===== config.mk =====
export PLATFORM = sky130hd
export DESIGN_NAME = roc_regbank
export DESIGN_NICKNAME = d
export VERILOG_FILES = /design/src/shared/roc_pkg.sv /design/src/roc_rail_channel.sv /design/src/roc_regbank.sv
export VERILOG_INCLUDE_DIRS = /design/src /design/src/shared
export SDC_FILE = /design/constraint.sdc
export NUM_CORES = 1
export LEC_CHECK = 0
export ABC_AREA = 1
export BUFFER_PORTS_ARGS = -buffer_cell sky130_fd_sc_hd__buf_2
export CAP_MARGIN = 20
export CORE_AREA = 4 4 190 192
export DETAILED_ROUTE_END_ITERATION = 12
export DIE_AREA = 0 0 194 196
export PLACE_DENSITY_LB_ADDON = 0.15
export SLEW_MARGIN = 40
export SYNTH_ARGS = -nofsm -noshare
export SYNTH_HDL_FRONTEND = slang
export SYNTH_SLANG_ARGS = --single-unit
export TNS_END_PERCENT = 50

===== constraint.sdc =====
create_clock -name sys_clk_i -period 12.59 [get_ports sys_clk_i]
set_input_delay 2.518 -clock sys_clk_i [delete_from_list [all_inputs] [get_ports sys_clk_i]]
set_output_delay 2.518 -clock sys_clk_i [all_outputs]
set_load 0.01 [all_outputs]

===== src/shared/roc_regs.svh =====
// Register offsets, field positions, reset values and timing counts
`ifndef ROC_REGS_SVH
`define ROC_REGS_SVH

// Register offsets (byte addresses on the serial register bus)
`define ROC_RAIL2_CTRL_ADDR 8'h13
`define ROC_RAIL3_STATUS_ADDR 8'h14
`define ROC_RAIL3_CTRL_ADDR 8'h15
`define ROC_RAIL4_STATUS_ADDR 8'h16
`define ROC_RAIL4_CTRL_ADDR 8'h17
`define ROC_RAIL5_STATUS_ADDR 8'h18
`define ROC_RAIL5_CTRL_ADDR 8'h19
`define ROC_RAIL6_STATUS_ADDR 8'h1A
`define ROC_RAIL6_CTRL_ADDR 8'h1B
// First status address of the rail 3 to 6 pairs
`define ROC_PAIR_BASE_ADDR 8'h14

// Reset values
`define ROC_CTRL_RESET 8'hC0
`define ROC_STATUS_RESET 8'h40

// Control byte fields
`define ROC_CTRL_FLAG_CLEAR_BIT 1
`define ROC_CTRL_IRQ_FWD_BIT 2
`define ROC_CTRL_DEB_LSB 4
`define ROC_CTRL_AUTO_OFF_BIT 6
`define ROC_CTRL_PROTECT_BIT 7

// Status byte fields
`define ROC_STAT_INPUT_GOOD_BIT 0
`define ROC_STAT_RAMP_DONE_BIT 2
`define ROC_STAT_OC_LATCHED_BIT 5
`define ROC_STAT_REG_FAULT_BIT 6
`define ROC_STAT_SETTLED_BIT 7

// Clock rate and debounce times
`define ROC_CLK_HZ 25000000
`define ROC_DEB_120_US 120
`define ROC_DEB_240_US 240
`define ROC_DEB_480_US 480
`define ROC_DEB_960_US 960
`define ROC_US_CYCLES(us) ((us) * (`ROC_CLK_HZ / 1000000))
`define ROC_DEB_120_CYC `ROC_US_CYCLES(`ROC_DEB_120_US)
`define ROC_DEB_240_CYC `ROC_US_CYCLES(`ROC_DEB_240_US)
`define ROC_DEB_480_CYC `ROC_US_CYCLES(`ROC_DEB_480_US)
`define ROC_DEB_960_CYC `ROC_US_CYCLES(`ROC_DEB_960_US)

// Number of channels and counter width
`define ROC_NUM_RAILS 5
`define ROC_DEB_CNT_W 15

`endif


===== src/shared/roc_pkg.sv =====
// Types shared by the rail over-current register bank
package roc_pkg;

  // Control byte layout
  typedef struct packed {
    logic protect_enable;
    logic auto_off_enable;
    logic [1:0] debounce_sel;
    logic unused3;
    logic irq_forward_enable;
    logic flag_clear;
    logic reserved0;
  } roc_ctrl_t;

  // Analog indications of one rail
  typedef struct packed {
    logic rail_enabled;
    logic input_good;
    logic ramping;
    logic output_good;
    logic overcurrent;
  } roc_rail_in_t;

  // Register bus request
  typedef struct packed {
    logic wr_en;
    logic rd_en;
    logic [7:0] addr;
    logic [7:0] wdata;
  } roc_bus_req_t;

  // Debounce machine states
  typedef enum logic [1:0] {
    ROC_IDLE,
    ROC_COUNTING,
    ROC_TRIPPED
  } roc_deb_state_t;

endpackage : roc_pkg


===== src/roc_rail_channel.sv =====
// One rail: debounce, latch and control byte of over-current handling
`timescale 1ns/10ps
`default_nettype none
`include "roc_regs.svh"

module roc_rail_channel (
  // Clock and reset
  input wire logic sys_clk_i,
  input wire logic rst_sync_b_i,
  // Control byte write
  input wire logic ctrl_wr_i,
  input wire logic [7:0] ctrl_wdata_i,
  // Analog indications
  input wire roc_pkg::roc_rail_in_t rail_i,
  // Results
  output roc_pkg::roc_ctrl_t ctrl_o,
  output logic [7:0] status_o,
  output logic oc_event_o,
  output logic shutdown_o
);

  roc_pkg::roc_ctrl_t ctrl; // Control byte
  roc_pkg::roc_deb_state_t deb_state; // Debounce state
  logic [`ROC_DEB_CNT_W-1:0] deb_cnt; // Cycles comparator held high
  logic [`ROC_DEB_CNT_W-1:0] deb_limit; // Selected debounce length
  logic oc_latched; // Sticky over-current
  logic clear_armed; // Flag-clear bit seen at zero
  logic trip; // Debounce completed this cycle
  logic auto_off; // Held shutdown request
  logic [`ROC_DEB_CNT_W-1:0] hold_cnt; // Checker: edges comparator held

  // Control byte register
  always_ff @(posedge sys_clk_i or negedge rst_sync_b_i) begin
    if (!rst_sync_b_i) begin
      ctrl <= roc_pkg::roc_ctrl_t'(`ROC_CTRL_RESET);
    end else if (ctrl_wr_i) begin
      ctrl <= roc_pkg::roc_ctrl_t'(ctrl_wdata_i);
    end
  end

  // Debounce length from selector
  always_comb begin
    unique case (ctrl.debounce_sel)
      2'b00: deb_limit = `ROC_DEB_CNT_W'(`ROC_DEB_120_CYC);
      2'b01: deb_limit = `ROC_DEB_CNT_W'(`ROC_DEB_240_CYC);
      2'b10: deb_limit = `ROC_DEB_CNT_W'(`ROC_DEB_480_CYC);
      2'b11: deb_limit = `ROC_DEB_CNT_W'(`ROC_DEB_960_CYC);
    endcase
  end

  assign trip = (deb_state == roc_pkg::ROC_COUNTING) && rail_i.overcurrent
                && ctrl.protect_enable && (deb_cnt >= deb_limit - 1'b1);

  // Debounce machine; any drop restarts the count
  always_ff @(posedge sys_clk_i or negedge rst_sync_b_i) begin
    if (!rst_sync_b_i) begin
      deb_state <= roc_pkg::ROC_IDLE;
      deb_cnt <= '0;
    end else if (!rail_i.overcurrent || !ctrl.protect_enable) begin
      deb_state <= roc_pkg::ROC_IDLE;
      deb_cnt <= '0;
    end else begin
      unique case (deb_state)
        roc_pkg::ROC_IDLE: begin
          deb_state <= roc_pkg::ROC_COUNTING;
          deb_cnt <= `ROC_DEB_CNT_W'(1);
        end
        roc_pkg::ROC_COUNTING: begin
          // Held for the full time: trip once
          if (trip) begin
            deb_state <= roc_pkg::ROC_TRIPPED;
          end else begin
            deb_cnt <= deb_cnt + 1'b1;
          end
        end
        roc_pkg::ROC_TRIPPED: begin
          deb_state <= roc_pkg::ROC_TRIPPED;
        end
        // Unused code falls back to idle
        default: begin
          deb_state <= roc_pkg::ROC_IDLE;
        end
      endcase
    end
  end

  // Re-arm tracks the flag-clear bit returning to zero
  always_ff @(posedge sys_clk_i or negedge rst_sync_b_i) begin
    if (!rst_sync_b_i) begin
      clear_armed <= 1'b1;
    end else begin
      clear_armed <= !ctrl.flag_clear;
    end
  end

  // Sticky latch; clear wins over trip, which sets it only when armed
  always_ff @(posedge sys_clk_i or negedge rst_sync_b_i) begin
    if (!rst_sync_b_i) begin
      oc_latched <= 1'b0;
    end else if (trip && clear_armed && !ctrl.flag_clear) begin
      oc_latched <= 1'b1;
    end else if (ctrl.flag_clear) begin
      oc_latched <= 1'b0;
    end
  end

  // Shutdown held until protection or auto-off is turned off
  always_ff @(posedge sys_clk_i or negedge rst_sync_b_i) begin
    if (!rst_sync_b_i) begin
      auto_off <= 1'b0;
    end else if (!ctrl.auto_off_enable || !ctrl.protect_enable) begin
      auto_off <= 1'b0;
    end else if (trip) begin
      auto_off <= 1'b1;
    end
  end

  assign shutdown_o = auto_off;
  assign oc_event_o = trip && ctrl.irq_forward_enable;
  assign ctrl_o = ctrl;

  // Status byte assembly
  always_comb begin
    status_o = 8'h00;
    status_o[`ROC_STAT_INPUT_GOOD_BIT] = rail_i.rail_enabled
                                         && rail_i.input_good;
    // Disabled rail reads ramp not done, so idle byte is the reset value
    status_o[`ROC_STAT_RAMP_DONE_BIT] = rail_i.rail_enabled
                                        && !rail_i.ramping;
    status_o[`ROC_STAT_OC_LATCHED_BIT] = oc_latched;
    // Fault only outside a ramp; a ramp in progress reads clean
    status_o[`ROC_STAT_REG_FAULT_BIT] = !rail_i.ramping
                                        && !rail_i.output_good;
    status_o[`ROC_STAT_SETTLED_BIT] = !rail_i.ramping
                                      && rail_i.output_good;
  end

  // Checker helper: consecutive edges with comparator high, protection on
  always_ff @(posedge sys_clk_i or negedge rst_sync_b_i) begin
    if (!rst_sync_b_i) begin
      hold_cnt <= '0;
    end else if (!rail_i.overcurrent || !ctrl.protect_enable) begin
      hold_cnt <= '0;
    end else if (hold_cnt != '1) begin
      hold_cnt <= hold_cnt + 1'b1;
    end
  end
endmodule : roc_rail_channel
`default_nettype wire


===== src/roc_regbank.sv =====
// Status registers for rails 3 to 6 and over-current control registers for rails 2 to 6
`timescale 1ns/10ps
`default_nettype none
`include "roc_regs.svh"

module roc_regbank (
  // Clock and reset
  input wire logic sys_clk_i,
  input wire logic rst_b_i,
  // Register access from the serial bus engine
  input wire roc_pkg::roc_bus_req_t bus_req_i,
  output logic [7:0] bus_rdata_o,
  output logic bus_hit_o,
  // Rail indications, index 0 is rail 2
  input wire logic [4:0] rail_enabled_i,
  input wire logic rail2_input_good_i,
  input wire logic shared_input_good_i,
  input wire logic rail5_input_good_i,
  input wire logic rail6_input_good_i,
  input wire logic [4:0] ramping_i,
  input wire logic [4:0] output_good_compare_i,
  input wire logic [4:0] overcurrent_i,
  // Global latch clear and outputs
  input wire logic global_overcurrent_latch_clear_i,
  output logic global_overcurrent_latched_o,
  output logic [4:0] rail_shutdown_o,
  output logic [4:0] overcurrent_protect_enable_o
);

  logic rst_meta_b; // First reset stage
  logic rst_sync_b; // Released reset
  logic [4:0] in_good; // Input good per rail
  logic [4:0] ctrl_wr; // Control write strobes
  logic [4:0] oc_event; // Forwarded events
  logic [7:0] status [5]; // Status bytes
  roc_pkg::roc_ctrl_t ctrl [5]; // Control bytes
  logic [7:0] rdata; // Next read data
  logic hit; // Address decoded
  logic [7:0] rel; // Offset from pair base
  logic global_latched; // Global latch

  // Reset release through two flops
  always_ff @(posedge sys_clk_i or negedge rst_b_i) begin
    if (!rst_b_i) begin
      rst_meta_b <= 1'b0;
      rst_sync_b <= 1'b0;
    end else begin
      rst_meta_b <= 1'b1;
      rst_sync_b <= rst_meta_b;
    end
  end

  // Input good fan-out; rails 3 and 4 see one supply
  assign in_good = {rail6_input_good_i, rail5_input_good_i,
                    shared_input_good_i, shared_input_good_i,
                    rail2_input_good_i};

  // Address decode: status even, control odd
  assign rel = bus_req_i.addr - `ROC_PAIR_BASE_ADDR;
  always_comb begin
    ctrl_wr = '0;
    if (bus_req_i.wr_en && bus_req_i.addr == `ROC_RAIL2_CTRL_ADDR) begin
      ctrl_wr[0] = 1'b1;
    end
    for (int i = 1; i < `ROC_NUM_RAILS; i++) begin
      if (bus_req_i.wr_en && bus_req_i.addr >= `ROC_PAIR_BASE_ADDR
          && rel[7:1] == 7'(i - 1) && rel[0]) begin
        ctrl_wr[i] = 1'b1; // status writes ignored
      end
    end
  end

  // Channel instances
  for (genvar g = 0; g < `ROC_NUM_RAILS; g++) begin : g_rail
    roc_rail_channel u_chan (
      .sys_clk_i(sys_clk_i),
      .rst_sync_b_i(rst_sync_b),
      .ctrl_wr_i(ctrl_wr[g]),
      .ctrl_wdata_i(bus_req_i.wdata),
      .rail_i({rail_enabled_i[g], in_good[g], ramping_i[g],
               output_good_compare_i[g], overcurrent_i[g]}),
      .ctrl_o(ctrl[g]),
      .status_o(status[g]),
      .oc_event_o(oc_event[g]),
      .shutdown_o(rail_shutdown_o[g])
    );
    assign overcurrent_protect_enable_o[g] = ctrl[g].protect_enable;
  end

  // Read mux
  always_comb begin
    rdata = 8'h00;
    hit = 1'b0;
    if (bus_req_i.addr == `ROC_RAIL2_CTRL_ADDR) begin
      rdata = ctrl[0];
      hit = 1'b1;
    end
    for (int i = 1; i < `ROC_NUM_RAILS; i++) begin
      if (bus_req_i.addr >= `ROC_PAIR_BASE_ADDR && rel[7:1] == 7'(i - 1)) begin
        rdata = rel[0] ? 8'(ctrl[i]) : status[i];
        hit = 1'b1;
      end
    end
  end

  // Registered read data
  always_ff @(posedge sys_clk_i or negedge rst_sync_b) begin
    if (!rst_sync_b) begin
      bus_rdata_o <= 8'h00;
      bus_hit_o <= 1'b0;
    end else if (bus_req_i.rd_en) begin
      bus_rdata_o <= rdata;
      bus_hit_o <= hit;
    end
  end

  // Global latch; a new event wins over the clear
  always_ff @(posedge sys_clk_i or negedge rst_sync_b) begin
    if (!rst_sync_b) begin
      global_latched <= 1'b0;
    end else if (|oc_event) begin
      global_latched <= 1'b1;
    end else if (global_overcurrent_latch_clear_i) begin
      global_latched <= 1'b0;
    end
  end
  assign global_overcurrent_latched_o = global_latched;
endmodule : roc_regbank
`default_nettype wire


# Word-level counts from Yosys, hierarchy flattened
# Index checks and enable logic that the tools add are counted.
# word_totals
reg_bits	150
latchBits	0
ram_bits	0
romBits	0
input_bits	45
output_inout_bits	20
elab_cells	320
mem_count	0
# op_classes
addsub	11
n_mul	0
div_mod_pow	0
order_cmp	6
n_eq_ne	39
shift	0
n_mux	74
n_bitwise	0
reduce_logical	127
# ops
op	n
$pmux 15 s4	5
$mux 15	10
$pmux 15 s2	5
$add 15x1->15 const B	5
$ge 15x15->1	5
$sub 15x1->15 const B	5
$mux 8	9
$logic_and 1x1->1	58
$eq 2x2->1 const B	15
$mux 1	30
$pmux 2 s3	5
$logic_not 1->1	27
$eq 2x1->1 const B	10
$logic_not 2->1	10
$mux 2	10
$reduce_bool 2->1	10
$ne 3x2->1 const B	5
$ne 3x3->1 const B	5
$reduce_bool 3->1	5
$eq 7x2->1 const B	2
$logic_or 1x1->1	10
$reduce_and 2->1	5
$eq 8x5->1 const B	1
$ge 8x5->1 const B	1
other kinds (4)	4

# Longest topological paths before layout
# Gate-level depths: netlist of run 1.
# logic_depth
depth_word	8
ltp_mapped	16
mapped_depth_nobuf	14

# Hierarchy
# Synthesis of run 1 repeated with hierarchy kept, for this count alone.
# hier_totals
cells_unflattened	1570
area_unflattened_um2	11448.5
# modules_own_cells
mod	n_inst	cells_per_inst	area_per_inst_um2	seq_area_each_um2
roc_rail_channel (g_rail[0].u_chan ...)	4	259	1969.4	704.4
roc_rail_channel (g_rail[3].u_chan)	1	258	1971.9	704.4
roc_regbank	1	276	1599.0	300.3

# Least setup slack after synthesis of run 1
# No wires, ideal clock.
# synth_timing
path_type	input port to flip-flop
from	input port bus_req_i[10] in the netlist's numbering
to	register, netlist name g_rail[1].u_chan.ctrl_o[1]
setup_ps	118
t_arrival_ps	4036
t_required_ps	12472
slack_ps	8437
path_stages	15
n_path_buf	2
cell_sequence	buf_6 > inv_1 > ha_1 > inv_2 > nand2_1 > nand2_1 > nand2_1 > nand3_2 > nor2_8 > nand3_2 > nor2_4 > buf_6 > nor2_1 > a21oi_1 > inv_1
# synth_between
elab_chain_cells	5
elab_cells_between_ends	7
classes_between	1 x add/sub; 1 x order compare; 1 x mux; 4 x reduce/logical
# synth_rtl
item	line_no	text
start, declared	roc_regbank.sv:11	input wire roc_pkg::roc_bus_req_t bus_req_i,
$sub 8x5->8 (no source line) / $ge 8x5->1 (equally long branches)	-	
$logic_not 7->1 / $logic_and 1x1->1 (equally long branches)	-	
$logic_and 1x1->1 (*) (2 in a row)	roc_regbank.sv:66	if (bus_req_i.wr_en && bus_req_i.addr >= `ROC_PAIR_BASE_ADDR
$mux 1 (*)	roc_regbank.sv:66	
# Mark *: on every way between the ends. The rest lies on a longest branch, timed or not.
# A chain may end at the register's enable or synchronous reset.

# Worst setup path in the final report of run 1
# layout_timing
from	input port bus_req_i[10] in the netlist's numbering
to	register bus_rdata_o[4]
# layout_between
elab_chain_cells	7
elab_cells_between_ends	16
classes_between	1 x add/sub; 1 x order compare; 4 x eq/ne; 5 x mux; 5 x reduce/logical
# layout_rtl
item	line_no	text
$sub 8x5->8 (no source line)	-	
$logic_not 7->1	roc_regbank.sv:99	if (bus_req_i.addr >= `ROC_PAIR_BASE_ADDR && rel[7:1] == 7'(i - 1)) begin
$logic_and 1x1->1	roc_regbank.sv:99	
$mux 8 (3 in a row)	roc_regbank.sv:99	
$mux 8 (*)	roc_regbank.sv:99	
end signal, assigned	roc_regbank.sv:112	bus_rdata_o <= rdata;
end, declared	roc_regbank.sv:12	output logic [7:0] bus_rdata_o,
# Marks and branches as above.

==> flow_summary_export.csv, run 1 <==
group,metric,value,unit
synth,yosysSeqAreaShare,0.3449,
worst_setup_path,required,12.96,ns
sta,hold_viol,0,
worst_hold_path,hp-class,"reg -> async",
grt,grtUsageTotal,0.1591,
finish,nNetsFinal,1669,
synth,syn_nets,1638,
clock_network,postCtsHoldBufs,0,
worst_setup_path,slowest_stage,"nor2_8",
synth,yosysUniqueCellTypes,49,
finish,drive_gt1_frac,0.1111,
worst_setup_path,cp-start-kind,"input pin",
sta,timing.final.crit_share,0.3430,
place,gp_congestion,0.8606,
die,die_area,38020,um^2
worst_setup_path,crit_path_max_incr_delay,0.32,ns
detailed_routing,wirelength,29.28,mm
pwr,p_per_area,99.78,nW/um^2
grt,antenna_found_initial,10,
finish,final_cell_mix,"nand2_1 (385), inv_1 (175), dfrtp_1 (135)",
clock_network,cts_tree,"done",
grt,grt_overflow,0,
clock_network,clockBufferDepth,2,
finish,final_common_cell,"nand2_1",
pwr,p_leak,5.585,nW
sta,clock_skew,0.01127,ns
clock_network,post-cts-setup-buffers,0,
clock_network,cts.sinks,150,
die,dieHeight,196,um
synth,netlist_area,10930,um^2
worst_setup_path,cp_max_fo,21,
detailed_routing,drt-vias-per-instance,4.802,
sta,whs,0.3072,ns
finish,area_growth,10.54,%
synth,avgSynthCellArea,7.357,um^2
worst_setup_path,path_buf_inv,5,
worst_setup_path,worst_ep_arrival_time,4.69,ns
clock_network,cts_max_level,4,
synth,synthTopCellsByArea,"dfrtp_1 (31%), nand2_1 (13%), ha_1 (12%)",
die,rows,68,
job,maxCapViolCount,0,
clock_network,clkLatencyLatePin,0.44,ns
detailed_routing,drt_iter0_markers,594,
clock_network,clk_pin_slew_worst_paths,0.07,ns
die,ios,65,
grt,grt_pass1_wl,49.70,mm
sta,max_slew_margin,0.5059,
grt,grt_max_degree,77,
clock_network,root_buffer,"clkbuf_16",
worst_setup_path,worstPathCellList,"buf_2 -> inv_1 -> ha_1 -> inv_2 -> nand2_1 -> nand2_1 -> nand2_1 -> nand3_2 -> nor2_8 -> nand2_2 -> nor2_2 -> inv_1 -> o21ai_0 -> inv_1 -> a21oi_2",
worst_setup_path,path_class,"in -> reg",
sta,tightest_slew,0.7411,ns
synth,yosysWarnings,0,
detailed_routing,num_vias,9547,
sta,finalCriticalPeriod,4.319,ns
sta,tns,0,ns
worst_setup_path,crit_family,"simple AND/OR/NAND/NOR gates",
detailed_routing,wl_per_cell,14.73,um
sta,slew_viol_final,0,
place,io_buffers,60,
synth,synth-seq-cells,150,
die,die_x,194,um
pwr,irDropWorstVdd,0.00009250,V
synth,synth_top_area_share,0.3113,
sta,fmax,0.2316,GHz
grt,grt_pass1_vias,9217,
clock_network,cts_buffers,17,
die,start_util,0.3181,
place,hpwl,22.17,mm
sta,rsz0062_at_grt,"no",
detailed_routing,route.detailed.drc,0,
worst_setup_path,worstSetupEndpointType,"flop",
status,status,"complete, no violations",
clock_network,cts_resized,0,
detailed_routing,ant_nets,0,
detailed_routing,first_pass_iters,5,
sta,setup_viol,0,
synth,synth_cells,1486,
die,core_area,34370,um^2
synth,synth_top_cell_by_area,"dfrtp_1",
==> metrics by stage <==
| step | total power [mW] | setup WS, ns | cell area, um^2 | cells | util |
|---|---|---|---|---|---|
| after global routing | 1.278 | 8.012 | 12090 | 1988 | 0.3516 |
| after detailed placement | 0.7279 | 7.826 | 11530 | 1953 | 0.3354 |
| final | 1.206 | 8.271 | 12090 | 1988 | 0.3516 |
| after CTS | 1.227 | 8.291 | 12080 | 1985 | 0.3513 |
| after floorplan | 0.6696 | 8.126 | 10930 | 1486 | - |
| after global placement | 0.7243 | 7.851 | 11490 | 1951 | 0.3342 |
==> worst paths after layout <==
kind,startpoint,to,slack (ns),cells past startpoint
max in group asynchronous,rst_b_i,rst_sync_b,10.64,1
min in group sys_clk_i,rst_meta_b,rst_sync_b,0.36,0
worst min register to register,rst_sync_b,g_rail[1].u_chan.deb_cnt[0],0.31,0
worst min-delay path,rst_sync_b,g_rail[1].u_chan.deb_cnt[0],0.31,0
worst max register to register,g_rail[3].u_chan.ctrl_o[4],g_rail[3].u_chan.deb_cnt[8],9.84,12
worst max-delay path,bus_req_i[10],bus_rdata_o[4],8.27,15
==> flip-flops by register name (all words and copies together), names as in the netlist, 4 cells and up <==
| signal | count |
|---|---|
| bus_rdata_o | 8 |
| g_rail.u_chan.clear_armed | 4 |
| g_rail.u_chan.ctrl_o | 40 |
| g_rail.u_chan.deb_cnt | 75 |
| g_rail.u_chan.deb_state | 10 |
| g_rail.u_chan.oc_latched | 4 |
| g_rail.u_chan.shutdown_o | 5 |
==> cells in the mapped netlist (all sizes together) <==
| library cell | n |
|---|---|
| dfstp | 14 |
| nand4 | 88 |
| and3 | 4 |
| nor2 | 108 |
| or2 | 13 |
| nor3b | 2 |
| o31ai | 3 |
| nand2 | 394 |
| clkbuf | 14 |
| a31o | 7 |
| nor3 | 37 |
| inv | 183 |
| a21o | 1 |
| clkinv | 1 |
| dfrtp | 136 |
| o221ai | 1 |
| o21bai | 7 |
| nand3b | 3 |
| buf | 39 |
| nor4 | 3 |
| nand3 | 81 |
| a21boi | 3 |
| o22ai | 1 |
| o2111ai | 1 |
| a22oi | 1 |
| ha | 107 |
| conb | 1 |
| a41oi | 1 |
| o21ai | 163 |
| xor2 | 15 |
| xnor2 | 2 |
| a21oi | 52 |
==> kinds of logic (layout without fill, tap and decap cells) <==
group                      Yosys count  after routing  synth area share
AOI/OAI and AO/OA                  241            241            0.1203
xor gates and xnor gates            17             17           0.01362
buffers and inverters              237            281           0.09476
other                                1              4         0.0003430
and+or+nand+nor                    733            733            0.3036
adders and majority gates          107            107            0.1225
DFF                                150            150            0.3449
==> layout make-up <==
type / count / area [um^2]
Timing Repair Buffer: 65 / 361.6
Clock buffer: 18 / 429.2
Antenna cell: 3 / 7.507
Inverter: 184 / 690.7
Sequential cell: 150 / 3775
Fill cell: 3695 / 22290
Clock inverter: 14 / 118.9
Tap cell: 455 / 569.3
Multi-Input combinational cell: 1099 / 6133
==> where the power goes <==
part           internal, mW  switching, mW
clock                 0.258          0.232
sequential            0.511         0.0254
combinational        0.0588          0.121
total                 0.828          0.378
==> per-layer routing <==
metal / GRT usage / wire length [um] / up-vias
met2: 0.2430 / 12720 / 130
met5: 0 / 91 / -
met3: 0.04448 / 1381 / 32
met4: 0.03255 / 325 / 14
met1: 0.2264 / 14760 / 4380
li1: - / - / 4991
Power figures use the tool's default switching activity.
==> run 2, diff against run 1 <==
Clock period 12.59 ns to 4.2 ns, I/O delays scaled along.
==> flow_summary_export.csv, run 2 (synthesis gave the netlist of run 1 again) <==
group,metric,value,unit
detailed_routing,top_layer,"met5",
detailed_routing,drt-vias-per-instance,4.836,
die,ios,65,
worst_setup_path,r2r-end,"g_rail[1].u_chan.deb_cnt[14]",
detailed_routing,met1_length,14.84,mm
detailed_routing,wl_per_cell,15.02,um
job,maxCapViolCount,0,
worst_hold_path,hp-class,"in -> async",
detailed_routing,wirelength,29.90,mm
sta,slew_viol_final,0,
finish,largest_register_ffs,75,
sta,clock_skew,0.01194,ns
die,die_x,194,um
worst_setup_path,r2r_start,"g_rail[1].u_chan.ctrl_o[5]",
place,gp_congestion,0.8665,
worst_setup_path,worst_ep_arrival_time,3.09,ns
finish,fill_cells,3672,
sta,rsz0062_at_grt,"no",
worst_setup_path,cp-start-kind,"flop",
clock_network,root_buffer,"clkbuf_16",
worst_setup_path,r2r_slack,1.43,ns
clock_network,clkLatencyLatePin,0.44,ns
pwr,p_sw_frac,0.2953,
pwr,p_sw,1.120,mW
pwr,power,3.794,mW
finish,nNetsFinal,1672,
worst_setup_path,crit_path_max_incr_delay,0.46,ns
worst_setup_path,worstPathCellList,"inv_1 -> ha_1 -> o21bai_1 -> ha_1 -> a21oi_1 -> o21ai_0 -> a21oi_1 -> nand3_1 -> nand2_1 -> o31ai_2 -> buf_4 -> nand2_1 -> o21ai_0",
finish,drive_gt1_frac,0.1122,
finish,top_register,"g_rail.u_chan.deb_cnt",
worst_setup_path,r2r_cells,13,
clock_network,cts_tree,"done",
detailed_routing,ant_nets,0,
detailed_routing,first_pass_iters,5,
pwr,p_seq_frac,0.424,
grt,grt_pass1_vias,9236,
pwr,share_comb_of_total_power,0.142,
clock_network,cts_resized,0,
finish,fin_area,12170,um^2
die,rows,68,
sta,tightest_slew,0.6965,ns
status,status,"complete, no violations",
die,core_area,34370,um^2
finish,final_common_cell,"nand2_1",
pwr,p_leak,5.637,nW
worst_setup_path,required,4.52,ns
place,hpwl,22.52,mm
pwr,irDropWorstVdd,0.0002814,V
clock_network,cts.sinks,150,
clock_network,post-cts-setup-buffers,0,
sta,hold_viol,0,
detailed_routing,route.met3.wl,1.336,mm
die,dieHeight,196,um
grt,antenna_found_initial,12,
sta,tns,0,ns
worst_setup_path,worstSetupEndpointType,"flop",
clock_network,cts_max_level,4,
finish,fin_cells,1991,
detailed_routing,num_vias,9629,
finish,area_growth,11.27,%
grt,grt_max_degree,42,
detailed_routing,route.detailed.drc,0,
sta,setup_viol,0,
place,dp_cells,1956,
clock_network,clk_pin_slew_worst_paths,0.07,ns
sta,finalCriticalPeriod,2.770,ns
clock_network,cts_buffers,17,
grt,grt_overflow,0,
sta,timing.final.crit_share,0.6596,
grt,grtUsageTotal,0.1590,
detailed_routing,wl_met2,13.21,mm
finish,final_cell_mix,"nand2_1 (385), inv_1 (175), dfrtp_1 (135)",
pwr,internal_power,2.674,mW
detailed_routing,drt_iter0_markers,543,
pwr,p_per_area,311.9,nW/um^2
place,io_buffers,60,
worst_setup_path,path_class,"reg -> reg",
die,start_util,0.3181,
worst_setup_path,slowest_stage,"dfrtp_1",
clock_network,postCtsHoldBufs,0,
clock_network,clockBufferDepth,2,
grt,grt_pass1_wl,49.18,mm
worst_setup_path,cp_max_fo,22,
place,place_area,11540,um^2
die,die_area,38020,um^2
sta,max_slew_margin,0.5357,
pwr,p_clk_frac,0.434,
sta,whs,0.1751,ns
sta,fmax,0.3610,GHz
==> run 2: changes by cell type in the layout (fill, tap and decap cells not counted) <==
cell,previous run,this run
clkbuf_1,1,2
inv_6,5,4
buf_4,2,6
bufinv_16,0,3
buf_8,1,0
clkinvlp_4,4,1
clkbuf_8,0,1
inv_8,2,1
==> run 2: final cells by class <==
type                       count  area, um^2  area share
multi-input combinational   1099        6133      0.5042
sequential                   150        3775      0.3103
inverter                     184       690.7     0.05677
tap                          455       569.3     0.04680
clock buffer                  20       446.7     0.03672
timing repair buffer          68       376.6     0.03096
clock inverter                12       166.4     0.01368
antenna                        3       7.507   0.0006171
==> run 2: how the worst max path moves through the flow <==
| stage | start | endpoint |
|---|---|---|
| 2_1_floorplan | bus_req_i[10] | g_rail[1].u_chan.ctrl_o[1] |
| 5_1_grt | g_rail[3].u_chan.ctrl_o[4] | g_rail[3].u_chan.deb_cnt[8] |
| 4_1_cts | g_rail[3].u_chan.ctrl_o[4] | g_rail[3].u_chan.deb_cnt[9] |
| 3_5_place_dp | bus_req_i[10] | bus_rdata_o[4] |
| 3_3_place_gp | bus_req_i[10] | bus_rdata_o[1] |
| 6_report | g_rail[1].u_chan.ctrl_o[5] | g_rail[1].u_chan.deb_cnt[14] |
==> run 2: power groups by stage <==
stage	Combinational, mW	Clock [mW]	Sequential [mW]
floorplan	0.380	0	1.63
global placement	0.532	0	1.64
detailed placement	0.546	0	1.64
CTS	0.550	1.70	1.61
global route	0.626	1.75	1.62
finish	0.539	1.65	1.61
==> run 2: worst max-delay path: cells and delay by family, from the launching register on <==
family          cells  cell delay [ns]
simple gates        3             0.36
flops               1             0.46
fa+ha+maj           2             0.58
buf+inv             2             0.39
compound gates      6             0.86
==> run 2: layer usage <==
layer | vias up | GRT usage
met5 | - | 0
met4 | 18 | 0.04531
met3 | 38 | 0.03933
met2 | 128 | 0.2483
met1 | 4436 | 0.2198
li1 | 5009 | -
==> run 2: stage by stage <==
stage,setup WS [ns],utilization
finish,1.430,0.3539
global route,1.146,0.3539
CTS,1.200,0.3536
detailed placement,1.159,0.3358
global placement,1.177,0.3349
floorplan,1.725,-
